**config.mk**
```make
export PLATFORM = sky130hd
export DESIGN_NAME = vectored_interrupt_logic
export DESIGN_NICKNAME = d
export VERILOG_FILES = /design/src/logic/irq_pkg.sv /design/src/logic/irq_flag_bank.sv /design/src/logic/vectored_interrupt_logic.sv
export VERILOG_INCLUDE_DIRS = /design/src /design/src/logic
export SDC_FILE = /design/constraint.sdc
export NUM_CORES = 1
export LEC_CHECK = 0
export ABC_AREA = 1
export BUFFER_PORTS_ARGS = -buffer_cell sky130_fd_sc_hd__buf_4
export CAP_MARGIN = 25
export CORE_UTILIZATION = 42
export CTS_BUF_LIST = sky130_fd_sc_hd__clkbuf_8
export CTS_CLUSTER_SIZE = 24
export DETAILED_ROUTE_END_ITERATION = 12
export PLACE_DENSITY = 0.9
export SLEW_MARGIN = 20
export SYNTH_ARGS = -nofsm -noshare
export SYNTH_HDL_FRONTEND = slang
export SYNTH_SLANG_ARGS = --single-unit
```
**constraint.sdc**
```tcl
create_clock -name aclk -period 1.4 [get_ports aclk]
set_clock_uncertainty 0.2 [all_clocks]
set_input_delay 0.07 -clock aclk [delete_from_list [all_inputs] [get_ports aclk]]
set_output_delay 0.07 -clock aclk [all_outputs]
set_load 0.05 [all_outputs]
```
**src/logic/irq_defs.svh**
```systemverilog
// Register indices, bit positions, reset values and vectors of the interrupt logic.
`ifndef IRQ_DEFS_SVH
`define IRQ_DEFS_SVH
`define REQ_INDEX        6'h16
`define ENA_INDEX        6'h17
`define CORE_CTRL_INDEX  6'h07
`define CPU_STATUS_INDEX 6'h06
`define CORE_SUMMARY_BIT 7
`define CORE_TCK_FLAG    6
`define CORE_T0_FLAG     5
`define CORE_EXT_FLAG    4
`define CORE_PGE_BIT     3
`define CORE_TCK_EN      2
`define CORE_T0_EN       1
`define CORE_EXT_EN      0
`define CPU_GDIS_BIT     4
`define REQ_TX_BIT       1
`define REQ_RX_BIT       0
`define ENA_RESET        8'h00
`define REQ_FLAGS_RESET  6'h00
`define CORE_FLAGS_RESET 3'h0
`define CORE_EN_RESET    4'h0
`define TX_FLAG_RESET    1'b1
`define RX_FLAG_RESET    1'b0
`define GDIS_RESET       1'b1
`define VEC_EXT          16'h0008
`define VEC_T0           16'h0010
`define VEC_TCK          16'h0018
`define VEC_PERIPH       16'h0020
`define VEC_NONE         16'h0000
`define RESP_OKAY        2'h0
`define RESP_SLVERR      2'h2
`endif

```
**src/logic/irq_pkg.sv**
```systemverilog
// Types shared by the interrupt logic.
`default_nettype none
package irq_pkg;
    typedef enum logic [3:0] {
        SRC_NONE   = 4'h0,
        SRC_EXT    = 4'h1,
        SRC_T0     = 4'h2,
        SRC_TCK    = 4'h4,
        SRC_PERIPH = 4'h8
    } irq_source_e;
endpackage
`default_nettype wire

```
**src/logic/irq_flag_bank.sv**
```systemverilog
// Bank of sticky event flags where a hardware set beats any clear.
`timescale 1ns/1ps
`default_nettype none
module irq_flag_bank #(
    parameter int          WIDTH = 1,
    parameter logic [WIDTH-1:0] RESET = '0
) (
    input  wire logic             aclk,
    input  wire logic             aresetn,
    input  wire logic [WIDTH-1:0] set,
    input  wire logic [WIDTH-1:0] wr,
    input  wire logic [WIDTH-1:0] wr_val,
    output logic      [WIDTH-1:0] q
);
    logic [WIDTH-1:0] next_q;

    // An event in the clearing cycle is kept, so no request is lost.
    always_comb begin
        next_q = (q & ~wr) | (wr_val & wr) | set;
    end

    // Plain register stage.
    always_ff @(posedge aclk) begin
        if (!aresetn) begin
            q <= RESET;
        end else begin
            q <= next_q;
        end
    end
endmodule
`default_nettype wire

```
**src/logic/vectored_interrupt_logic.sv**
```systemverilog
// Interrupt flags, enables, priority vectoring and AXI4-Lite register slave.
//
// Chosen here: the AXI4-Lite register port.
`timescale 1ns/1ps
`default_nettype none
`include "irq_defs.svh"

// Summary of operation
// - Enable register: one bit per source.
// - Flags set regardless of enables or disable.
// - Port-B mismatch sets bit 7 flag.
// - Timer3 flag source follows capture1 mode.
// - Timer2 period rollover sets bit 5.
// - Timer1 flag source follows wide mode.
// - Capture events set bits 3 and 2.
// - Serial flags track buffers, read-only, reset 1/0.
// - Global disable blocks all interrupts.
// - Global disable is set after reset.
// - Peripheral needs group and own enable.
// - Core sources gated by own enables.
// - Accept sets disable, pushes, loads vector.
// - Return instruction clears global disable.
// - Highest priority pending vector wins.
// - Four vectors, fixed descending priority.
// - Summary flag is OR of flag AND enable.
// - Core flags cleared by vectoring; peripheral not.
module vectored_interrupt_logic (
    input  wire logic                 aclk,
    input  wire logic                 aresetn,
    input  wire logic                 awvalid,
    output logic                      awready,
    input  wire logic [7:0]           awaddr,
    input  wire logic                 wvalid,
    output logic                      wready,
    input  wire logic [31:0]          wdata,
    input  wire logic [3:0]           wstrb,
    output logic                      bvalid,
    input  wire logic                 bready,
    output logic      [1:0]           bresp,
    input  wire logic                 arvalid,
    output logic                      arready,
    input  wire logic [7:0]           araddr,
    output logic                      rvalid,
    input  wire logic                 rready,
    output logic      [31:0]          rdata,
    output logic      [1:0]           rresp,
    input  wire logic                 ext_pin_event,
    input  wire logic                 timer0_overflow,
    input  wire logic                 timer_clock_pin_event,
    input  wire logic                 portb_mismatch,
    input  wire logic                 capture1_or_period_select,
    input  wire logic                 timer3_overflow,
    input  wire logic                 timer3_period_rollover,
    input  wire logic                 timer2_period_rollover,
    input  wire logic                 timer_pair_wide_mode,
    input  wire logic                 timer1_period_rollover,
    input  wire logic                 timer_pair_rollover,
    input  wire logic                 capture2_event,
    input  wire logic                 capture1_event,
    input  wire logic                 serial_tx_buffer_empty,
    input  wire logic                 serial_rx_buffer_full,
    input  wire logic                 core_irq_window,
    input  wire logic                 return_from_handler_instr,
    output logic                      vector_load,
    output logic      [15:0]          vector_addr,
    output irq_pkg::irq_source_e      taken_source,
    output logic                      global_irq_disable
);
    import irq_pkg::*;

    ////////////////////////////////////////////////////////////////////////
    // Register bus decode.
    logic        wr_fire;
    logic        wr_lane0;
    logic        wr_req;
    logic        wr_ena;
    logic        wr_core;
    logic        wr_cpu;
    logic        wr_hit;
    logic        rd_fire;
    logic        rd_hit;
    logic [7:0]  rd_value;
    logic        next_bvalid;
    logic [1:0]  next_bresp;
    logic        next_rvalid;
    logic [31:0] next_rdata;
    logic [1:0]  next_rresp;

    // Address and data are taken together, so a lone channel simply waits.
    assign wr_fire  = awvalid && wvalid && !bvalid;
    assign awready  = wr_fire;
    assign wready   = wr_fire;
    assign wr_lane0 = wr_fire && wstrb[0];
    assign wr_req   = wr_lane0 && awaddr == {`REQ_INDEX, 2'b00};
    assign wr_ena   = wr_lane0 && awaddr == {`ENA_INDEX, 2'b00};
    assign wr_core  = wr_lane0 && awaddr == {`CORE_CTRL_INDEX, 2'b00};
    assign wr_cpu   = wr_lane0 && awaddr == {`CPU_STATUS_INDEX, 2'b00};
    assign wr_hit   = awaddr == {`REQ_INDEX, 2'b00}
                   || awaddr == {`ENA_INDEX, 2'b00}
                   || awaddr == {`CORE_CTRL_INDEX, 2'b00}
                   || awaddr == {`CPU_STATUS_INDEX, 2'b00};
    assign rd_fire  = arvalid && !rvalid;
    assign arready  = !rvalid;

    ////////////////////////////////////////////////////////////////////////
    // Flags, enables and serial status.
    logic [7:0]  ena;
    logic [3:0]  core_en;
    logic [5:0]  req_flags;
    logic [5:0]  req_set;
    logic [2:0]  core_flags;
    logic [2:0]  core_set;
    logic [2:0]  core_wr;
    logic [2:0]  core_val;
    logic        tx_flag;
    logic        rx_flag;
    logic [7:0]  req_view;
    logic        summary;
    logic [7:0]  core_view;
    logic [7:0]  next_ena;
    logic [3:0]  next_core_en;
    logic        accept;
    irq_source_e vector_pick;

    // Event sources; timer modes pick which event counts.
    always_comb begin
        req_set[5] = portb_mismatch;
        req_set[4] = capture1_or_period_select ? timer3_overflow
                                               : timer3_period_rollover;
        req_set[3] = timer2_period_rollover;
        req_set[2] = timer_pair_wide_mode ? timer_pair_rollover
                                          : timer1_period_rollover;
        req_set[1] = capture2_event;
        req_set[0] = capture1_event;
        core_set   = {timer_clock_pin_event, timer0_overflow,
                      ext_pin_event};
    end

    // Peripheral flags latch even while masked; serial bits are not here.
    irq_flag_bank #(
        .WIDTH (6),
        .RESET (`REQ_FLAGS_RESET)
    ) i_irq_flag_bank (
        .aclk    (aclk),
        .aresetn (aresetn),
        .set     (req_set),
        .wr      ({6{wr_req}}),
        .wr_val  (wdata[7:2]),
        .q       (req_flags)
    );

    // Core flags: software write or hardware clear on vectoring.
    always_comb begin
        core_wr  = {3{wr_core}};
        core_val = wdata[`CORE_TCK_FLAG:`CORE_EXT_FLAG];
        if (vector_pick != SRC_NONE && accept) begin
            core_wr  = core_wr | vector_pick[2:0];
            core_val = core_val & ~vector_pick[2:0];
        end
    end

    irq_flag_bank #(
        .WIDTH (3),
        .RESET (`CORE_FLAGS_RESET)
    ) i_irq_flag_bank_core (
        .aclk    (aclk),
        .aresetn (aresetn),
        .set     (core_set),
        .wr      (core_wr),
        .wr_val  (core_val),
        .q       (core_flags)
    );

    // Enable registers take software writes only.
    always_comb begin
        next_ena     = wr_ena ? wdata[7:0] : ena;
        next_core_en = wr_core ? wdata[`CORE_PGE_BIT:`CORE_EXT_EN]
                               : core_en;
    end

    // Serial levels are resampled so reset shows the documented values.
    always_ff @(posedge aclk) begin
        if (!aresetn) begin
            ena     <= `ENA_RESET;
            core_en <= `CORE_EN_RESET;
            tx_flag <= `TX_FLAG_RESET;
            rx_flag <= `RX_FLAG_RESET;
        end else begin
            ena     <= next_ena;
            core_en <= next_core_en;
            tx_flag <= serial_tx_buffer_empty;
            rx_flag <= serial_rx_buffer_full;
        end
    end

    assign req_view  = {req_flags, tx_flag, rx_flag};
    assign summary   = |(req_view & ena);
    assign core_view = {summary, core_flags, core_en};

    ////////////////////////////////////////////////////////////////////////
    // Priority selection and vectoring.
    logic [15:0] pick_addr;
    logic        next_vector_load;
    logic [15:0] next_vector_addr;
    irq_source_e next_taken_source;
    logic        next_gdis;

    // Fixed priority: external pin, timer0, clock pin, then peripherals.
    always_comb begin
        vector_pick = SRC_NONE;
        pick_addr   = `VEC_NONE;
        if (core_flags[0] && core_en[`CORE_EXT_EN]) begin
            vector_pick = SRC_EXT;
            pick_addr   = `VEC_EXT;
        end else if (core_flags[1] && core_en[`CORE_T0_EN]) begin
            vector_pick = SRC_T0;
            pick_addr   = `VEC_T0;
        end else if (core_flags[2] && core_en[`CORE_TCK_EN]) begin
            vector_pick = SRC_TCK;
            pick_addr   = `VEC_TCK;
        end else if (summary && core_en[`CORE_PGE_BIT]) begin
            vector_pick = SRC_PERIPH;
            pick_addr   = `VEC_PERIPH;
        end
    end

    // Only at an instruction boundary and with interrupts allowed.
    assign accept = core_irq_window && !global_irq_disable
                 && vector_pick != SRC_NONE;

    // Accepting beats both the return and a software clear of the disable.
    always_comb begin
        next_vector_load  = accept;
        next_taken_source = accept ? vector_pick : SRC_NONE;
        next_vector_addr  = accept ? pick_addr : vector_addr;
        next_gdis         = global_irq_disable;
        if (accept) begin
            next_gdis = 1'b1;
        end else if (return_from_handler_instr) begin
            next_gdis = 1'b0;
        end else if (wr_cpu) begin
            next_gdis = wdata[`CPU_GDIS_BIT];
        end
    end

    // The vector address holds its last value between accepts.
    always_ff @(posedge aclk) begin
        if (!aresetn) begin
            vector_load        <= 1'b0;
            vector_addr        <= `VEC_NONE;
            taken_source       <= SRC_NONE;
            global_irq_disable <= `GDIS_RESET;
        end else begin
            vector_load        <= next_vector_load;
            vector_addr        <= next_vector_addr;
            taken_source       <= next_taken_source;
            global_irq_disable <= next_gdis;
        end
    end

    ////////////////////////////////////////////////////////////////////////
    // Response channels.
    always_comb begin
        unique case (araddr)
            {`REQ_INDEX, 2'b00}:        rd_value = req_view;
            {`ENA_INDEX, 2'b00}:        rd_value = ena;
            {`CORE_CTRL_INDEX, 2'b00}:  rd_value = core_view;
            {`CPU_STATUS_INDEX, 2'b00}: rd_value =
                8'({global_irq_disable, 4'h0});
            default:                    rd_value = 8'h00;
        endcase
        rd_hit = araddr == {`REQ_INDEX, 2'b00}
              || araddr == {`ENA_INDEX, 2'b00}
              || araddr == {`CORE_CTRL_INDEX, 2'b00}
              || araddr == {`CPU_STATUS_INDEX, 2'b00};
        next_bvalid = bvalid ? !bready : wr_fire;
        next_bresp  = wr_fire ? (wr_hit ? `RESP_OKAY : `RESP_SLVERR)
                              : bresp;
        next_rvalid = rvalid ? !rready : rd_fire;
        next_rdata  = rd_fire ? {24'h000000, rd_value} : rdata;
        next_rresp  = rd_fire ? (rd_hit ? `RESP_OKAY : `RESP_SLVERR)
                              : rresp;
    end

    // Answers are registered; unmapped addresses answer with an error.
    always_ff @(posedge aclk) begin
        if (!aresetn) begin
            bvalid <= 1'b0;
            bresp  <= `RESP_OKAY;
            rvalid <= 1'b0;
            rdata  <= 32'h00000000;
            rresp  <= `RESP_OKAY;
        end else begin
            bvalid <= next_bvalid;
            bresp  <= next_bresp;
            rvalid <= next_rvalid;
            rdata  <= next_rdata;
            rresp  <= next_rresp;
        end
    end
endmodule
`default_nettype wire

```
==> flow_metrics.py <==
metrics = {
    "outcome": {
        "status": "finished, violations left",
        "violations": "setup timing",
    },
    "worst_setup_path": {
        "worstSetupStartpointType": "flop",
        "crit_required_ns": 1.40,
        "critPathKind": "flop to flop",
        "path_max_fanout": 6,
        "arrival_ns": 1.52,
        "cp-end-kind": "flop",
    },
    "synthesis": {
        "ys_seq_elements": 44,
        "synth.avg_cell_area_um2": 7.08,
        "synth_edf_count": 0,
        "synthCells": 353,
        "ys.flop_type": "dfxtp_1",
        "yosysUniqueCellTypes": 32,
        "yosysWarningCount": 0,
        "synth-async-reset-ratio_pct": 0,
        "synth-seq-area-share_pct": 35.2,
        "netlist_area_mm2": 0.00250,
    },
    "power": {
        "p_per_area_mw_per_mm2": 809,
        "ir_worst_vdd_mv": 0.427,
        "finalPower_mw": 3.15,
        "p_leak_nw": 1.91,
    },
    "layout": {
        "final_common_cell": "buf_4",
        "finish.utilization_pct": 69.4,
        "final_layout_size_suffix_gt1_share_pct": 36.5,
        "syn_to_final_growth_pct": 55.8,
        "finalInstanceArea_mm2": 0.00389,
        "antennaDiodeCount": 0,
        "mostFrequentLayoutCells": "buf_4 (99), nand2_1 (74), nand3_1 (42), dfxtp_1 (41), conb_1 (39)",
        "num-nets-final": 566,
    },
    "clocking": {
        "clock_sink_count": 44,
        "path_clk_slew_ns": 0.08,
        "clockBufferDepth": 2,
        "clkLatencyLatePin_ns": 0.30,
        "cts_made_buffers": 5,
        "root_buffer": "clkbuf_8",
        "tritoncts": "done",
        "cts.htree.levels": 2,
    },
    "sta": {
        "final-hold-violation-count": 0,
        "fmaxAchievable_ghz": 0.656,
        "setup_tns_ns": -1.65,
        "rsz0062_at_grt": "yes",
        "fin_ws_ns": -0.123,
        "setup_viol": 27,
        "min_period_over_period_pct": 109,
        "drv_slew": 0,
        "min_period_ns": 1.52,
    },
    "place": {
        "preCtsSetupSlack_ns": -0.0779,
        "place_area_mm2": 0.00323,
        "gp_congestion": 0.860,
        "port_buffers": 72,
        "dpl.hpwl_um": 4890,
    },
    "global_routing": {
        "grt_pass1_vias": 2522,
        "grt_max_degree": 20,
        "grt_overflow": 0,
        "grt_pass1_wl_um": 11100,
        "antenna_found_initial": 0,
        "gr-usage-all-layers_pct": 22.8,
    },
    "flow_run": {
        "drv_cap": 0,
    },
    "route": {
        "wl_met3_um": 610,
        "top_layer": "met4",
        "drt-pass1-iter-count": 4,
        "drc": 0,
        "wl_met2_um": 3710,
        "via_per_inst": 4.85,
        "drtAntennaViolNets": 0,
        "vias": 2728,
        "wire_per_inst_um": 12.9,
        "wl_um": 7240,
        "drt_iter0_drc": 196,
        "wirelength_met1_um": 2730,
    },
    "worst_hold_path": {
        "hold_path.class": "primary input to flop",
    },
    "die": {
        "die_area_mm2": 0.00626,
        "start_util_pct": 44.6,
        "io_pins": 139,
        "die_height_um": 79.2,
        "core_area_mm2": 0.00561,
        "die_w_um": 79.2,
        "rows": 27,
    },
}
critical path, stage by stage, from the launching register on:
cell,delay (ns)
dfxtp_4,0.34
nand3b_4,0.19
nor2_8,0.21
buf_6,0.16
nand3_1,0.12
nand3_2,0.13
a21oi_2,0.06
metrics by stage:
stage,std cells,hold slack (ns)
2_1_floorplan,391,-0.0324
3_3_place_gp,516,0.0528
3_5_place_dp,516,0.0578
4_1_cts,562,0.0106
5_1_grt,563,0.0289
6_report,563,0.0151
area by class of cell:
cell class              count  area (um2)
fillers                   431        1710
multi-input cells         265        1480
repair buffers            139        1160
flip-flops and latches     44         890
inverters                  35         144
clock buffers               7        96.3
well taps                  72        90.1
clock inverters             1        30.0
state kept, by name, summed over array words and instances (netlist names):
| signal | flops |
|---|---|
| rx_flag | 1 |
| global_irq_disable | 1 |
| rresp | 1 |
| ena | 8 |
| rdata | 8 |
| bvalid | 1 |
| rvalid | 1 |
| i_irq_flag_bank_core.q | 3 |
| taken_source | 4 |
| tx_flag | 1 |
| vector_load | 1 |
| core_en | 4 |
| bresp | 1 |
| vector_addr | 3 |
| i_irq_flag_bank.q | 6 |
cell families after synthesis:
| group | after synthesis | share of synthesized area (%) |
|---|---|---|
| DFF | 44 | 35.2 |
| other | 1 | 0.150 |
| muxes | 2 | 0.801 |
| and+or+nand+nor | 194 | 38.7 |
| AOI/OAI and AO/OA | 30 | 6.26 |
| buffers and inverters | 82 | 18.8 |
where the power goes:
part           internal, mW  switching (mW)
combinational         0.277           0.509
clock                 0.629           0.429
sequential             1.28          0.0251
cells in the mapped netlist, types with 2 or more instances:
master / count / area share (%)
nand2_1: 89 / 13
nor2_4: 4 / 1.8
nand2_4: 2 / 0.90
inv_2: 2 / 0.30
a21oi_1: 21 / 4.2
nand4_1: 3 / 0.75
o21ai_0: 6 / 1.2
nor3_1: 3 / 0.60
nor2_2: 3 / 0.75
nand2_2: 4 / 1.0
clkbuf_1: 3 / 0.45
dfxtp_1: 44 / 35
mux2i_1: 2 / 0.80
nand3_1: 53 / 11
buf_4: 43 / 13
nor2_8: 2 / 1.6
nor2_1: 23 / 3.5
inv_1: 31 / 4.7
clkinv_1: 2 / 0.30
metal layers:
metal	vias up	track usage (%)
li1	1330	-
met1	1229	24.4
met2	150	42.6
met3	19	4.37
met4	0	10.7
met5	-	0
path summary, 6_finish.rpt:
path	from	endpoint	slack [ns]	depth (start not counted)
max	bvalid	i_irq_flag_bank_core.q[0]	-0.12	6
min	awaddr[5]	ena[3]	0.02	6
max reg2reg	bvalid	i_irq_flag_bank_core.q[0]	-0.12	6
min reg2reg	rdata[0]	rdata[0]	0.27	2
what timing repair did:
| item | CTS | global route |
|---|---|---|
| pin swaps | 5 | 16 |
| setup endpoints to repair | 23 | 28 |
| endpoints found under the hold margin | 39 | 0 |
| setup buffers | 3 | 1 |
| hold buffers | 35 | 0 |
| resized for setup | 21 | 21 |
Note: power is estimated with default switching activity, not from simulation.
